<file path="src/hdl/pcr_power_map.vh">
// constants for the power configuration register bank
// assumes a 100 MHz system clock and 8-bit index/data access
`ifndef PCR_POWER_MAP_VH
`define PCR_POWER_MAP_VH
// configuration indexes
`define PCR_IDX_PWR_CTRL 8'h06
`define PCR_IDX_OPTIONS 8'h07
`define PCR_IDX_DEV_ID 8'h08
// power control fields
`define PCR_PC_DRIVE_FLOAT 0
`define PCR_PC_DISK_FLOAT 1
`define PCR_PC_SERIAL_FLOAT 2
`define PCR_PC_DMA_CFG 3
`define PCR_PC_PIN_SEL 4
`define PCR_PC_LOCK 5
`define PCR_PC_PAR_FLOAT 6
`define PCR_PC_RSVD 7
// option fields
`define PCR_OP_CLK_DOUBLE 0
`define PCR_OP_FAST_RATE 1
`define PCR_OP_TIMEOUT_IRQ 2
`define PCR_OP_MIDI1 3
`define PCR_OP_MIDI2 4
`define PCR_OP_PD_STAT 5
`define PCR_OP_IDLE_STAT 6
`define PCR_OP_IDLE_MASK 7
// reset values and writable masks
`define PCR_PWR_CTRL_RST 8'h00
`define PCR_OPTIONS_RST 8'h00
`define PCR_PWR_CTRL_WMASK 8'h7f
`define PCR_OPTIONS_WMASK 8'h9f
// arbitrary neutral identification value
`define PCR_DEV_ID_VALUE 8'h5a
// oscillator settling: 8 ms at 10 ns per cycle
`define PCR_SETTLE_MS 8
`define PCR_CLK_PERIOD_NS 10
`define PCR_SETTLE_CYCLES ((`PCR_SETTLE_MS * 1000000) / `PCR_CLK_PERIOD_NS)
// baud prescaler divisors
`define PCR_DIV_STD 4'hd
`define PCR_DIV_MIDI 4'hc
`endif

</file>
<file path="src/hdl/pcr_prescaler.v">
// one baud-rate prescaler: divides the master clock by 13 or 12
// assumes the selector is quasi-static; a change applies at once to the period already running
`timescale 1ns/10ps
`include "pcr_power_map.vh"
module pcr_prescaler
(
   // clock and reset
   input wire i_clk,
   input wire i_rst_n,
   // control
   input wire i_run,
   input wire i_midi,
   // output
   output reg o_tick
);
   reg [3:0] count;
   wire [3:0] limit;

   assign limit = i_midi ? (`PCR_DIV_MIDI - 4'h1) : (`PCR_DIV_STD - 4'h1);

   // counter wraps at divisor minus one; stopped clock holds it at zero
   always @(posedge i_clk)
   begin
      if (!i_rst_n || !i_run)
      begin
         count <= 4'h0;
         o_tick <= 1'b0;
      end
      else if (count >= limit)
      begin
         count <= 4'h0;
         o_tick <= 1'b1;
      end
      else
      begin
         count <= count + 4'h1;
         o_tick <= 1'b0;
      end
   end
endmodule

</file>
<file path="src/hdl/pcr_power_regs.v">
// power management, option and identification configuration registers
// assumes the index/data pair decoder delivers index, write and read strobes
// assumes function status and pin signals are synchronous to i_clk
// assumes the strap pin is steady while reset is held
`timescale 1ns/10ps
`include "pcr_power_map.vh"
// Operation
// power control register clears on reset
// drive selects float, data bit7 blocked
// disk outputs float, inputs blocked except change
// idle serial floats, inputs read as one
// dma disabled: ack one, request floated
// pin select: motor/select or idle/powerdown
// sticky lock protects listed bits from writes
// parallel floats, inputs read fixed values
// software preserves reserved bit seven
// option register resets to 0XX0000X
// strap latched; functions clocked undivided/halved
// fast rate bit selects 48 MHz clocking
// timeout interrupt masked unless enabled
// serial prescalers divide by 13 or 12
// powerdown status bit reads live state
// idle status bit reads live state
// idle mask forces idle pin low
// read-only identification register at index 08h
// clocked functions stop clocks, others blocked
// four chip power-down modes supported
// hold master-request clear while oscillator settles
// locked writes complete, protected bits unchanged
module pcr_power_regs
#(
   parameter SETTLE_CYCLES = `PCR_SETTLE_CYCLES
)
(
   // clock and reset
   input wire i_clk,
   input wire i_rst_n,
   // configuration access
   input wire [7:0] i_index,
   input wire [7:0] i_wdata,
   input wire i_wr,
   input wire i_rd,
   output reg [7:0] o_rdata,
   output wire o_lock_active,
   // strap
   input wire i_clock_double_strap,
   // function status
   input wire i_drive_enabled,
   input wire i_parallel_enabled,
   input wire i_chip_powerdown,
   input wire i_disk_powered_down,
   input wire i_disk_idle,
   input wire i_serial1_powered_down,
   input wire i_serial2_powered_down,
   input wire i_ecp_enabled,
   input wire i_osc_stop_req,
   input wire i_pins_float_req,
   input wire i_timeout_irq,
   input wire i_disk_master_req,
   // raw pins in
   input wire i_drive_data_bit7_in,
   input wire [7:0] i_disk_in,
   input wire i_disk_change_in,
   input wire [1:0] i_serial_in,
   input wire [1:0] i_cts_in,
   input wire [1:0] i_dsr_in,
   input wire [1:0] i_carrier_detect_in,
   input wire [1:0] i_ring_indicator_in,
   input wire i_busy_in,
   input wire i_paper_end_in,
   input wire i_printer_select_in,
   input wire i_ack_in,
   input wire i_error_in,
   input wire i_parallel_dma_ack,
   input wire i_motor_one_out,
   input wire i_drive_select_one_out,
   // gated inputs to functions
   output wire o_drive_data_bit7,
   output wire [7:0] o_disk_in,
   output wire o_disk_change,
   output wire [1:0] o_serial_in,
   output wire [1:0] o_cts,
   output wire [1:0] o_dsr,
   output wire [1:0] o_carrier_detect,
   output wire [1:0] o_ring_indicator,
   output wire o_busy,
   output wire o_paper_end,
   output wire o_printer_select,
   output wire o_ack,
   output wire o_error,
   output wire o_parallel_dma_ack,
   // output enables, low while driven, and the dma configurable flag
   output wire o_drive_cs_oe_n,
   output wire o_disk_oe_n,
   output wire [1:0] o_serial_oe_n,
   output wire o_parallel_oe_n,
   output wire o_parallel_dma_req_oe_n,
   output wire o_dma_configurable,
   // shared pins
   output wire o_shared_port_mux,
   output wire o_shared_pin_a,
   output wire o_shared_pin_b,
   // clocking
   output wire o_osc_run,
   output wire o_func_clk_div2,
   output wire o_disk_clk_div2,
   output wire o_fast_rate_ok,
   output wire o_disk_clk_run,
   output wire [1:0] o_serial_clk_run,
   output wire o_ecp_clk_run,
   output wire [1:0] o_baud_tick,
   // interrupt and master request
   output wire o_timeout_irq,
   output wire o_disk_master_req,
   output wire o_settling
);
   reg [7:0] pwr_ctrl;
   reg [7:0] options;
   reg [23:0] settle_count;
   reg osc_stopped;
   wire wr_pwr;
   wire wr_opt;
   wire [7:0] pwr_wmask;
   wire [7:0] opt_wmask;
   wire drive_idle;
   wire par_idle;
   wire idle_pin;
   wire [7:0] opt_view;
   wire [1:0] serial_pd;

   // lock level and write decodes
   assign o_lock_active = pwr_ctrl[`PCR_PC_LOCK];
   assign wr_pwr = i_wr && (i_index == `PCR_IDX_PWR_CTRL);
   assign wr_opt = i_wr && (i_index == `PCR_IDX_OPTIONS);

   // lock removes bits from write masks; write itself still completes
   assign pwr_wmask = `PCR_PWR_CTRL_WMASK &
      ~({7'h00, o_lock_active} << `PCR_PC_LOCK);
   assign opt_wmask = `PCR_OPTIONS_WMASK &
      ~({7'h00, o_lock_active} << `PCR_OP_CLK_DOUBLE);

   // power control register; lock bit can only be set by software
   // the lock bit is itself in the protected set, which makes it sticky
   always @(posedge i_clk)
   begin
      if (!i_rst_n)
         pwr_ctrl <= `PCR_PWR_CTRL_RST;
      else if (wr_pwr)
         pwr_ctrl <= (pwr_ctrl & ~pwr_wmask) | (i_wdata & pwr_wmask);
   end

   // option register; strap follows its pin for as long as reset is held
   always @(posedge i_clk)
   begin
      if (!i_rst_n)
      begin
         // reset pattern has bit 0 clear, so the strap can simply be or-ed in
         options <= `PCR_OPTIONS_RST | {7'h00, i_clock_double_strap};
      end
      else if (wr_opt)
      begin
         // status bits are not stored, so their mask bits are clear
         options <= (options & ~opt_wmask) | (i_wdata & opt_wmask);
      end
   end

   // status bits are live, not stored, so reads never lag the controller
   assign opt_view = {options[`PCR_OP_IDLE_MASK],
      i_disk_idle,
      i_disk_powered_down,
      options[4:0]};

   // read mux; unmapped indexes belong to other banks and read zero
   always @*
   begin
      o_rdata = 8'h00;
      if (i_rd)
      begin
         case (i_index)
            `PCR_IDX_PWR_CTRL: o_rdata = pwr_ctrl;
            `PCR_IDX_OPTIONS: o_rdata = opt_view;
            `PCR_IDX_DEV_ID: o_rdata = `PCR_DEV_ID_VALUE;
            default: o_rdata = 8'h00;
         endcase
      end
   end

   // drive interface: unclocked, powered down by blocking access
   // blocked bit7 reads zero; the drive function must not rely on it
   assign drive_idle = !i_drive_enabled || i_chip_powerdown;
   assign o_drive_cs_oe_n = pwr_ctrl[`PCR_PC_DRIVE_FLOAT] && drive_idle;
   assign o_drive_data_bit7 = o_drive_cs_oe_n ? 1'b0 : i_drive_data_bit7_in;

   // disk controller float and input block, disk change passes
   // interrupt, idle and powerdown pins stay driven, so none is gated here
   assign o_disk_oe_n = pwr_ctrl[`PCR_PC_DISK_FLOAT] && i_disk_powered_down;
   assign o_disk_in = o_disk_oe_n ? 8'h00 : i_disk_in;
   assign o_disk_change = i_disk_change_in;

   // per-port power-down, port 1 in bit 0
   assign serial_pd = {i_serial2_powered_down, i_serial1_powered_down};

   // serial ports float individually, blocked inputs read one
   // interrupt lines are not part of this gating and stay driven
   assign o_serial_oe_n = {2{pwr_ctrl[`PCR_PC_SERIAL_FLOAT]}} & serial_pd;
   assign o_serial_in = i_serial_in | o_serial_oe_n;
   assign o_cts = i_cts_in | o_serial_oe_n;
   assign o_dsr = i_dsr_in | o_serial_oe_n;
   assign o_carrier_detect = i_carrier_detect_in | o_serial_oe_n;
   assign o_ring_indicator = i_ring_indicator_in | o_serial_oe_n;

   // parallel port float with fixed blocked input values
   // both parallel interrupts stay driven while the rest floats
   assign par_idle = !i_parallel_enabled || i_chip_powerdown;
   assign o_parallel_oe_n = pwr_ctrl[`PCR_PC_PAR_FLOAT] && par_idle;
   assign o_busy = o_parallel_oe_n ? 1'b1 : i_busy_in;
   assign o_paper_end = o_parallel_oe_n ? 1'b0 : i_paper_end_in;
   assign o_printer_select = o_parallel_oe_n ? 1'b0 : i_printer_select_in;
   assign o_ack = o_parallel_oe_n ? 1'b1 : i_ack_in;
   assign o_error = o_parallel_oe_n ? 1'b1 : i_error_in;

   // dma only configurable when enabled here
   // the request also floats along with the other parallel pins
   assign o_dma_configurable = pwr_ctrl[`PCR_PC_DMA_CFG];
   assign o_parallel_dma_ack = o_dma_configurable ? i_parallel_dma_ack : 1'b1;
   assign o_parallel_dma_req_oe_n = !o_dma_configurable || o_parallel_oe_n;

   // shared pins: motor/select or idle/powerdown status
   assign o_shared_port_mux = pwr_ctrl[`PCR_PC_PIN_SEL];
   assign idle_pin = options[`PCR_OP_IDLE_MASK] ? 1'b0 : i_disk_idle;
   assign o_shared_pin_a = o_shared_port_mux ? idle_pin : i_motor_one_out;
   assign o_shared_pin_b = o_shared_port_mux ? i_disk_powered_down :
      i_drive_select_one_out;

   // clock division choices
   // disk clock is halved only while the fast rate is off
   assign o_func_clk_div2 = options[`PCR_OP_CLK_DOUBLE];
   assign o_fast_rate_ok = options[`PCR_OP_FAST_RATE] &&
      options[`PCR_OP_CLK_DOUBLE];
   assign o_disk_clk_div2 = options[`PCR_OP_CLK_DOUBLE] && !o_fast_rate_ok;

   // chip modes: oscillator request and pin float request are independent
   // running oscillator with pins floated is the fast wake-up mode
   assign o_osc_run = !(i_chip_powerdown && i_osc_stop_req);
   assign o_disk_clk_run = o_osc_run && !i_disk_powered_down &&
      !(i_chip_powerdown && i_pins_float_req);
   assign o_serial_clk_run = {2{o_osc_run && !i_chip_powerdown}} &
      ~serial_pd;
   assign o_ecp_clk_run = o_osc_run && i_ecp_enabled && !i_chip_powerdown;

   // timeout interrupt gate
   // gate only; the choice of interrupt line lives in the parallel port
   assign o_timeout_irq = options[`PCR_OP_TIMEOUT_IRQ] && i_timeout_irq;

   // settling counter after oscillator restart; sized for 800000 cycles
   // 24 bits reach 16777215 cycles; longer settle times need a wider counter
   always @(posedge i_clk)
   begin
      if (!i_rst_n)
      begin
         osc_stopped <= 1'b0;
         settle_count <= 24'h000000;
      end
      else
      begin
         osc_stopped <= !o_osc_run;
         if (!o_osc_run)
            settle_count <= 24'h000000;
         else if (osc_stopped)
            settle_count <= SETTLE_CYCLES[23:0];
         else if (settle_count != 24'h000000)
            settle_count <= settle_count - 24'h000001;
      end
   end

   // settling also covers the edge on which the oscillator restarts, so the
   // master request cannot slip out before the counter is loaded
   assign o_settling = (settle_count != 24'h000000) || !o_osc_run || osc_stopped;

   // master request held low until the oscillator has settled
   assign o_disk_master_req = i_disk_master_req && !o_settling;

   // baud prescalers for both serial ports
   // a stopped port restarts its prescaler from zero when woken
   pcr_prescaler u_pre1
   (
      .i_clk(i_clk),
      .i_rst_n(i_rst_n),
      .i_run(o_serial_clk_run[0]),
      .i_midi(options[`PCR_OP_MIDI1]),
      .o_tick(o_baud_tick[0])
   );

   pcr_prescaler u_pre2
   (
      .i_clk(i_clk),
      .i_rst_n(i_rst_n),
      .i_run(o_serial_clk_run[1]),
      .i_midi(options[`PCR_OP_MIDI2]),
      .o_tick(o_baud_tick[1])
   );
endmodule

</file>
<file path="config.mk">
export PLATFORM = sky130hd
export DESIGN_NAME = pcr_power_regs
export DESIGN_NICKNAME = d
export VERILOG_FILES = /design/src/hdl/pcr_prescaler.v /design/src/hdl/pcr_power_regs.v
export VERILOG_INCLUDE_DIRS = /design/src /design/src/hdl
export SDC_FILE = /design/constraint.sdc
export NUM_CORES = 1
export LEC_CHECK = 0
export BUFFER_PORTS_ARGS = -buffer_cell sky130_fd_sc_hd__buf_2
export CAP_MARGIN = 20
export CORE_MARGIN = 2
export CORE_UTILIZATION = 39
export CTS_CLUSTER_DIAMETER = 30
export DETAILED_ROUTE_END_ITERATION = 12
export PLACE_DENSITY = 0.68
export SLEW_MARGIN = 40
export SYNTH_ARGS = -nofsm -noshare
export SYNTH_HDL_FRONTEND = slang
export SYNTH_SLANG_ARGS = --single-unit
</file>
<file path="constraint.sdc">
create_clock -name i_clk -period 3.2 [get_ports i_clk]
set_clock_uncertainty 0.2 [all_clocks]
set_input_delay 0.32 -clock i_clk [delete_from_list [all_inputs] [get_ports i_clk]]
set_output_delay 0.32 -clock i_clk [all_outputs]
set_load 0.02 [all_outputs]
</file>
==> flow_metrics.env <==
export IMPL_status="complete, no violations"
export IMPL_drc=0
export IMPL_cts_made_buffers=5
export IMPL_crit_required_ns=2.68
export IMPL_synth_seq_cells=48
export IMPL_hold_buffers=0
export IMPL_yosysSeqAreaShare_pct=35.0
export IMPL_critPathLaunchType="flop"
export IMPL_intPower_mw=1.38
export IMPL_grt_max_degree=24
export IMPL_layout_drive_gt1_share_pct=31.4
export IMPL_drt_iter0_drc=77
export IMPL_r2r_cells=5
export IMPL_fp_dieW_um=88.4
export IMPL_synth_area_mux_share_pct=7.07
export IMPL_place_gp_congestion=0.841
export IMPL_crit_fanout=13
export IMPL_clk_pin_slew_worst_paths_ns=0.09
export IMPL_nets=513
export IMPL_placed_area_um2=3420
export IMPL_syn_cell_area_um2=2780
export IMPL_cts_root_buf="clkbuf_8"
export IMPL_num_vias=2633
export IMPL_max_freq_ghz=0.391
export IMPL_synth_ff_type="dfxtp_1"
export IMPL_cp_startpoint="settle_count[14]"
export IMPL_io_buffers=116
export IMPL_ff2ff_setup_slack_ns=1.02
export IMPL_ir_drop_uv=531
export IMPL_sw_frac_of_total_pct=42.0
export IMPL_final_area_um2=3540
export IMPL_cts_num_sinks=48
export IMPL_finalHoldViolCount=0
export IMPL_finalNonFillerCells=539
export IMPL_via_per_inst=4.88
export IMPL_synth_edf_count=1
export IMPL_dieHeight_um=88.4
export IMPL_p_clk_share_pct=18.5
export IMPL_async_flop_share_pct=0
export IMPL_grt_use_total_pct=17.3
export IMPL_die_area_um2=7810
export IMPL_fillerInstances=676
export IMPL_whs_ns=0.0284
export IMPL_synth_top_family_by_area="simple AND/OR/NAND/NOR gates"
export IMPL_num_antenna_cells=0
export IMPL_core_um2=6830
export IMPL_layout_cells_most_common_list="116 x buf_2, 47 x dfxtp_1, 40 x nor2_1, 26 x nand2_1"
export IMPL_routed_wl_mm=7.08
export IMPL_grt_pass1_vias=2356
export IMPL_power_frac_comb_pct=47.1
export IMPL_power_net_switching_mw=1.00
export IMPL_setup_slack_ns=0.641
export IMPL_syn_inst=329
export IMPL_rsz0062_at_grt="false"
export IMPL_hold_class="in2reg"
export IMPL_synth_fa_ha_area_share_pct=4.50
export IMPL_synth_xor_area_share_pct=5.36
export IMPL_tns_ns=0
export IMPL_placed_cells=531
export IMPL_total_power_mw=2.38
export IMPL_syn_avg_cell_area_um2=8.44
export IMPL_cts_max_level=2
export IMPL_synth_net_count=400
export IMPL_post_cts_resized=0
export IMPL_overflow=0
export IMPL_final_core_util_pct=51.8
export IMPL_grt_pass1_wl_mm=10.8
export IMPL_firstDrtPassIters=4
export IMPL_end_kind="output port"
export IMPL_rr_endpoint="settle_count[9]"
export IMPL_rr_startpoint="settle_count[14]"
export IMPL_powerDensity_nw_per_um2=674
export IMPL_cp_endpoint="o_disk_master_req"
export IMPL_postCtsSetupBuffers=0
export IMPL_ys_types=47
export IMPL_dpl_worst_slack_ns=0.852
export IMPL_cts_tree="yes"
export IMPL_yosys_warnings=0
export IMPL_cts_buffer_depth=2
export IMPL_crit_type="reg2out"
export IMPL_area_delta_synth_final_pct=27.3
export IMPL_setup_viol=0
export IMPL_tightest_slew_ns=0.772
export IMPL_period_share_pct=80.0
export IMPL_synth_simple_area_share_pct=32.4
export IMPL_p_leak_nw=1.68
export IMPL_io_pins=119
export IMPL_ant_nets=0
export IMPL_synth_compound_area_share_pct=10.5
export IMPL_antenna_found_initial=0
export IMPL_min_path_cells=2
export IMPL_final_common_cell="buf_2"
export IMPL_cap_violations=0
export IMPL_seqPwrFrac_pct=34.4
export IMPL_critical_path_arrival_ns=2.04
export IMPL_min_period_ns=2.56
export IMPL_start_util_pct=40.7
export IMPL_slew_viol_final=0
export IMPL_hpwl_mm=5.68
export IMPL_slew_headroom_pct=48.4
export IMPL_routedWlPerCell_um=13.1
export IMPL_clock_latency_ns=0.30
export IMPL_rows=30
critical path: stages (launching register included):
cell and delay, ns:
dfxtp_1 0.38, nor4_4 0.48, nand4_4 0.31, nor2_4 0.25, and3_1 0.17, buf_2 0.15
worst min path at each step:
stage                           startpoint              end
floorplan           i_serial2_powered_down    u_pre2.o_tick
global placement           u_pre1.count[0]  u_pre1.count[0]
detailed placement         u_pre2.count[0]  u_pre2.count[0]
CTS                 i_serial2_powered_down    u_pre2.o_tick
global route        i_serial1_powered_down    u_pre1.o_tick
finish              i_serial1_powered_down    u_pre1.o_tick
final cells by class:
type | count | area [µm²] | area share [%]
Tap cell | 96 | 120 | 3.40
Clock buffer | 5 | 68.8 | 1.95
Sequential cell | 48 | 971 | 27.5
Inverter | 19 | 71.3 | 2.02
Timing Repair Buffer | 118 | 596 | 16.8
Multi-Input combinational cell | 250 | 1660 | 47.0
Clock inverter | 3 | 47.5 | 1.34
sequential cells by signal (all words and copies together) (netlist names), named ones only:
signal         cells
settle_count      24
osc_stopped        1
pwr_ctrl           7
u_pre2.o_tick      1
options            5
u_pre1.o_tick      1
u_pre1.count       4
u_pre2.count       4
logic make-up (layout without fill, tap and decap cells):
family                     after synthesis  count (layout)
muxes                                   19              19
xor gates and xnor gates                17              17
adders and majority gates               10              10
DFF                                     48              48
and+or+nand+nor                        160             160
buffers and inverters                   31             145
AOI/OAI and AO/OA                       44              44
power by group through the flow:
stage,combinational [mW],sequential [mW],clock (mW)
2_1_floorplan,0.927,0.809,0
3_3_place_gp,1.10,0.828,0
3_5_place_dp,1.12,0.830,0
4_1_cts,1.12,0.819,0.460
5_1_grt,1.26,0.835,0.486
6_report,1.12,0.820,0.442
cell usage after synthesis, types with 2 or more instances:
master     count  share of area (%)
dfxtp_1       47                 34
nor2_1        40                5.4
nand2_1       26                3.5
inv_1         19                2.6
nor2b_1       19                4.3
nand2b_1      16                3.6
mux2i_1       14                5.0
and2_1        13                2.9
xor2_1        11                3.5
a21oi_1       10                1.8
ha_1          10                4.5
o21ai_0        9                1.6
nand3_1        6                1.1
nor3_1         6                1.1
xnor2_1        6                1.9
a21boi_0       5                1.4
buf_4          5                1.4
mux2_2         5                2.0
nand4_1        5                1.1
nor4_1         5                1.1
or3_1          5                1.1
a21o_1         4                1.1
and3_1         4               0.90
clkbuf_1       4               0.54
o2111ai_1      3               0.95
o211ai_1       3               0.81
or4_1          3               0.81
a211o_1        2               0.63
a31oi_1        2               0.45
buf_2          2               0.36
nand3b_1       2               0.54
nor4_4         2                1.5
o41ai_1        2               0.63
metal layers:
metal	GRT usage (%)	wire length, µm	vias to the layer above
met2	32.7	3580	93
met3	3.36	434	3
met5	0	0	-
met1	20.8	3050	1192
li1	-	-	1345
met4	2.48	27	0
(Power assumes the default switching activity.)
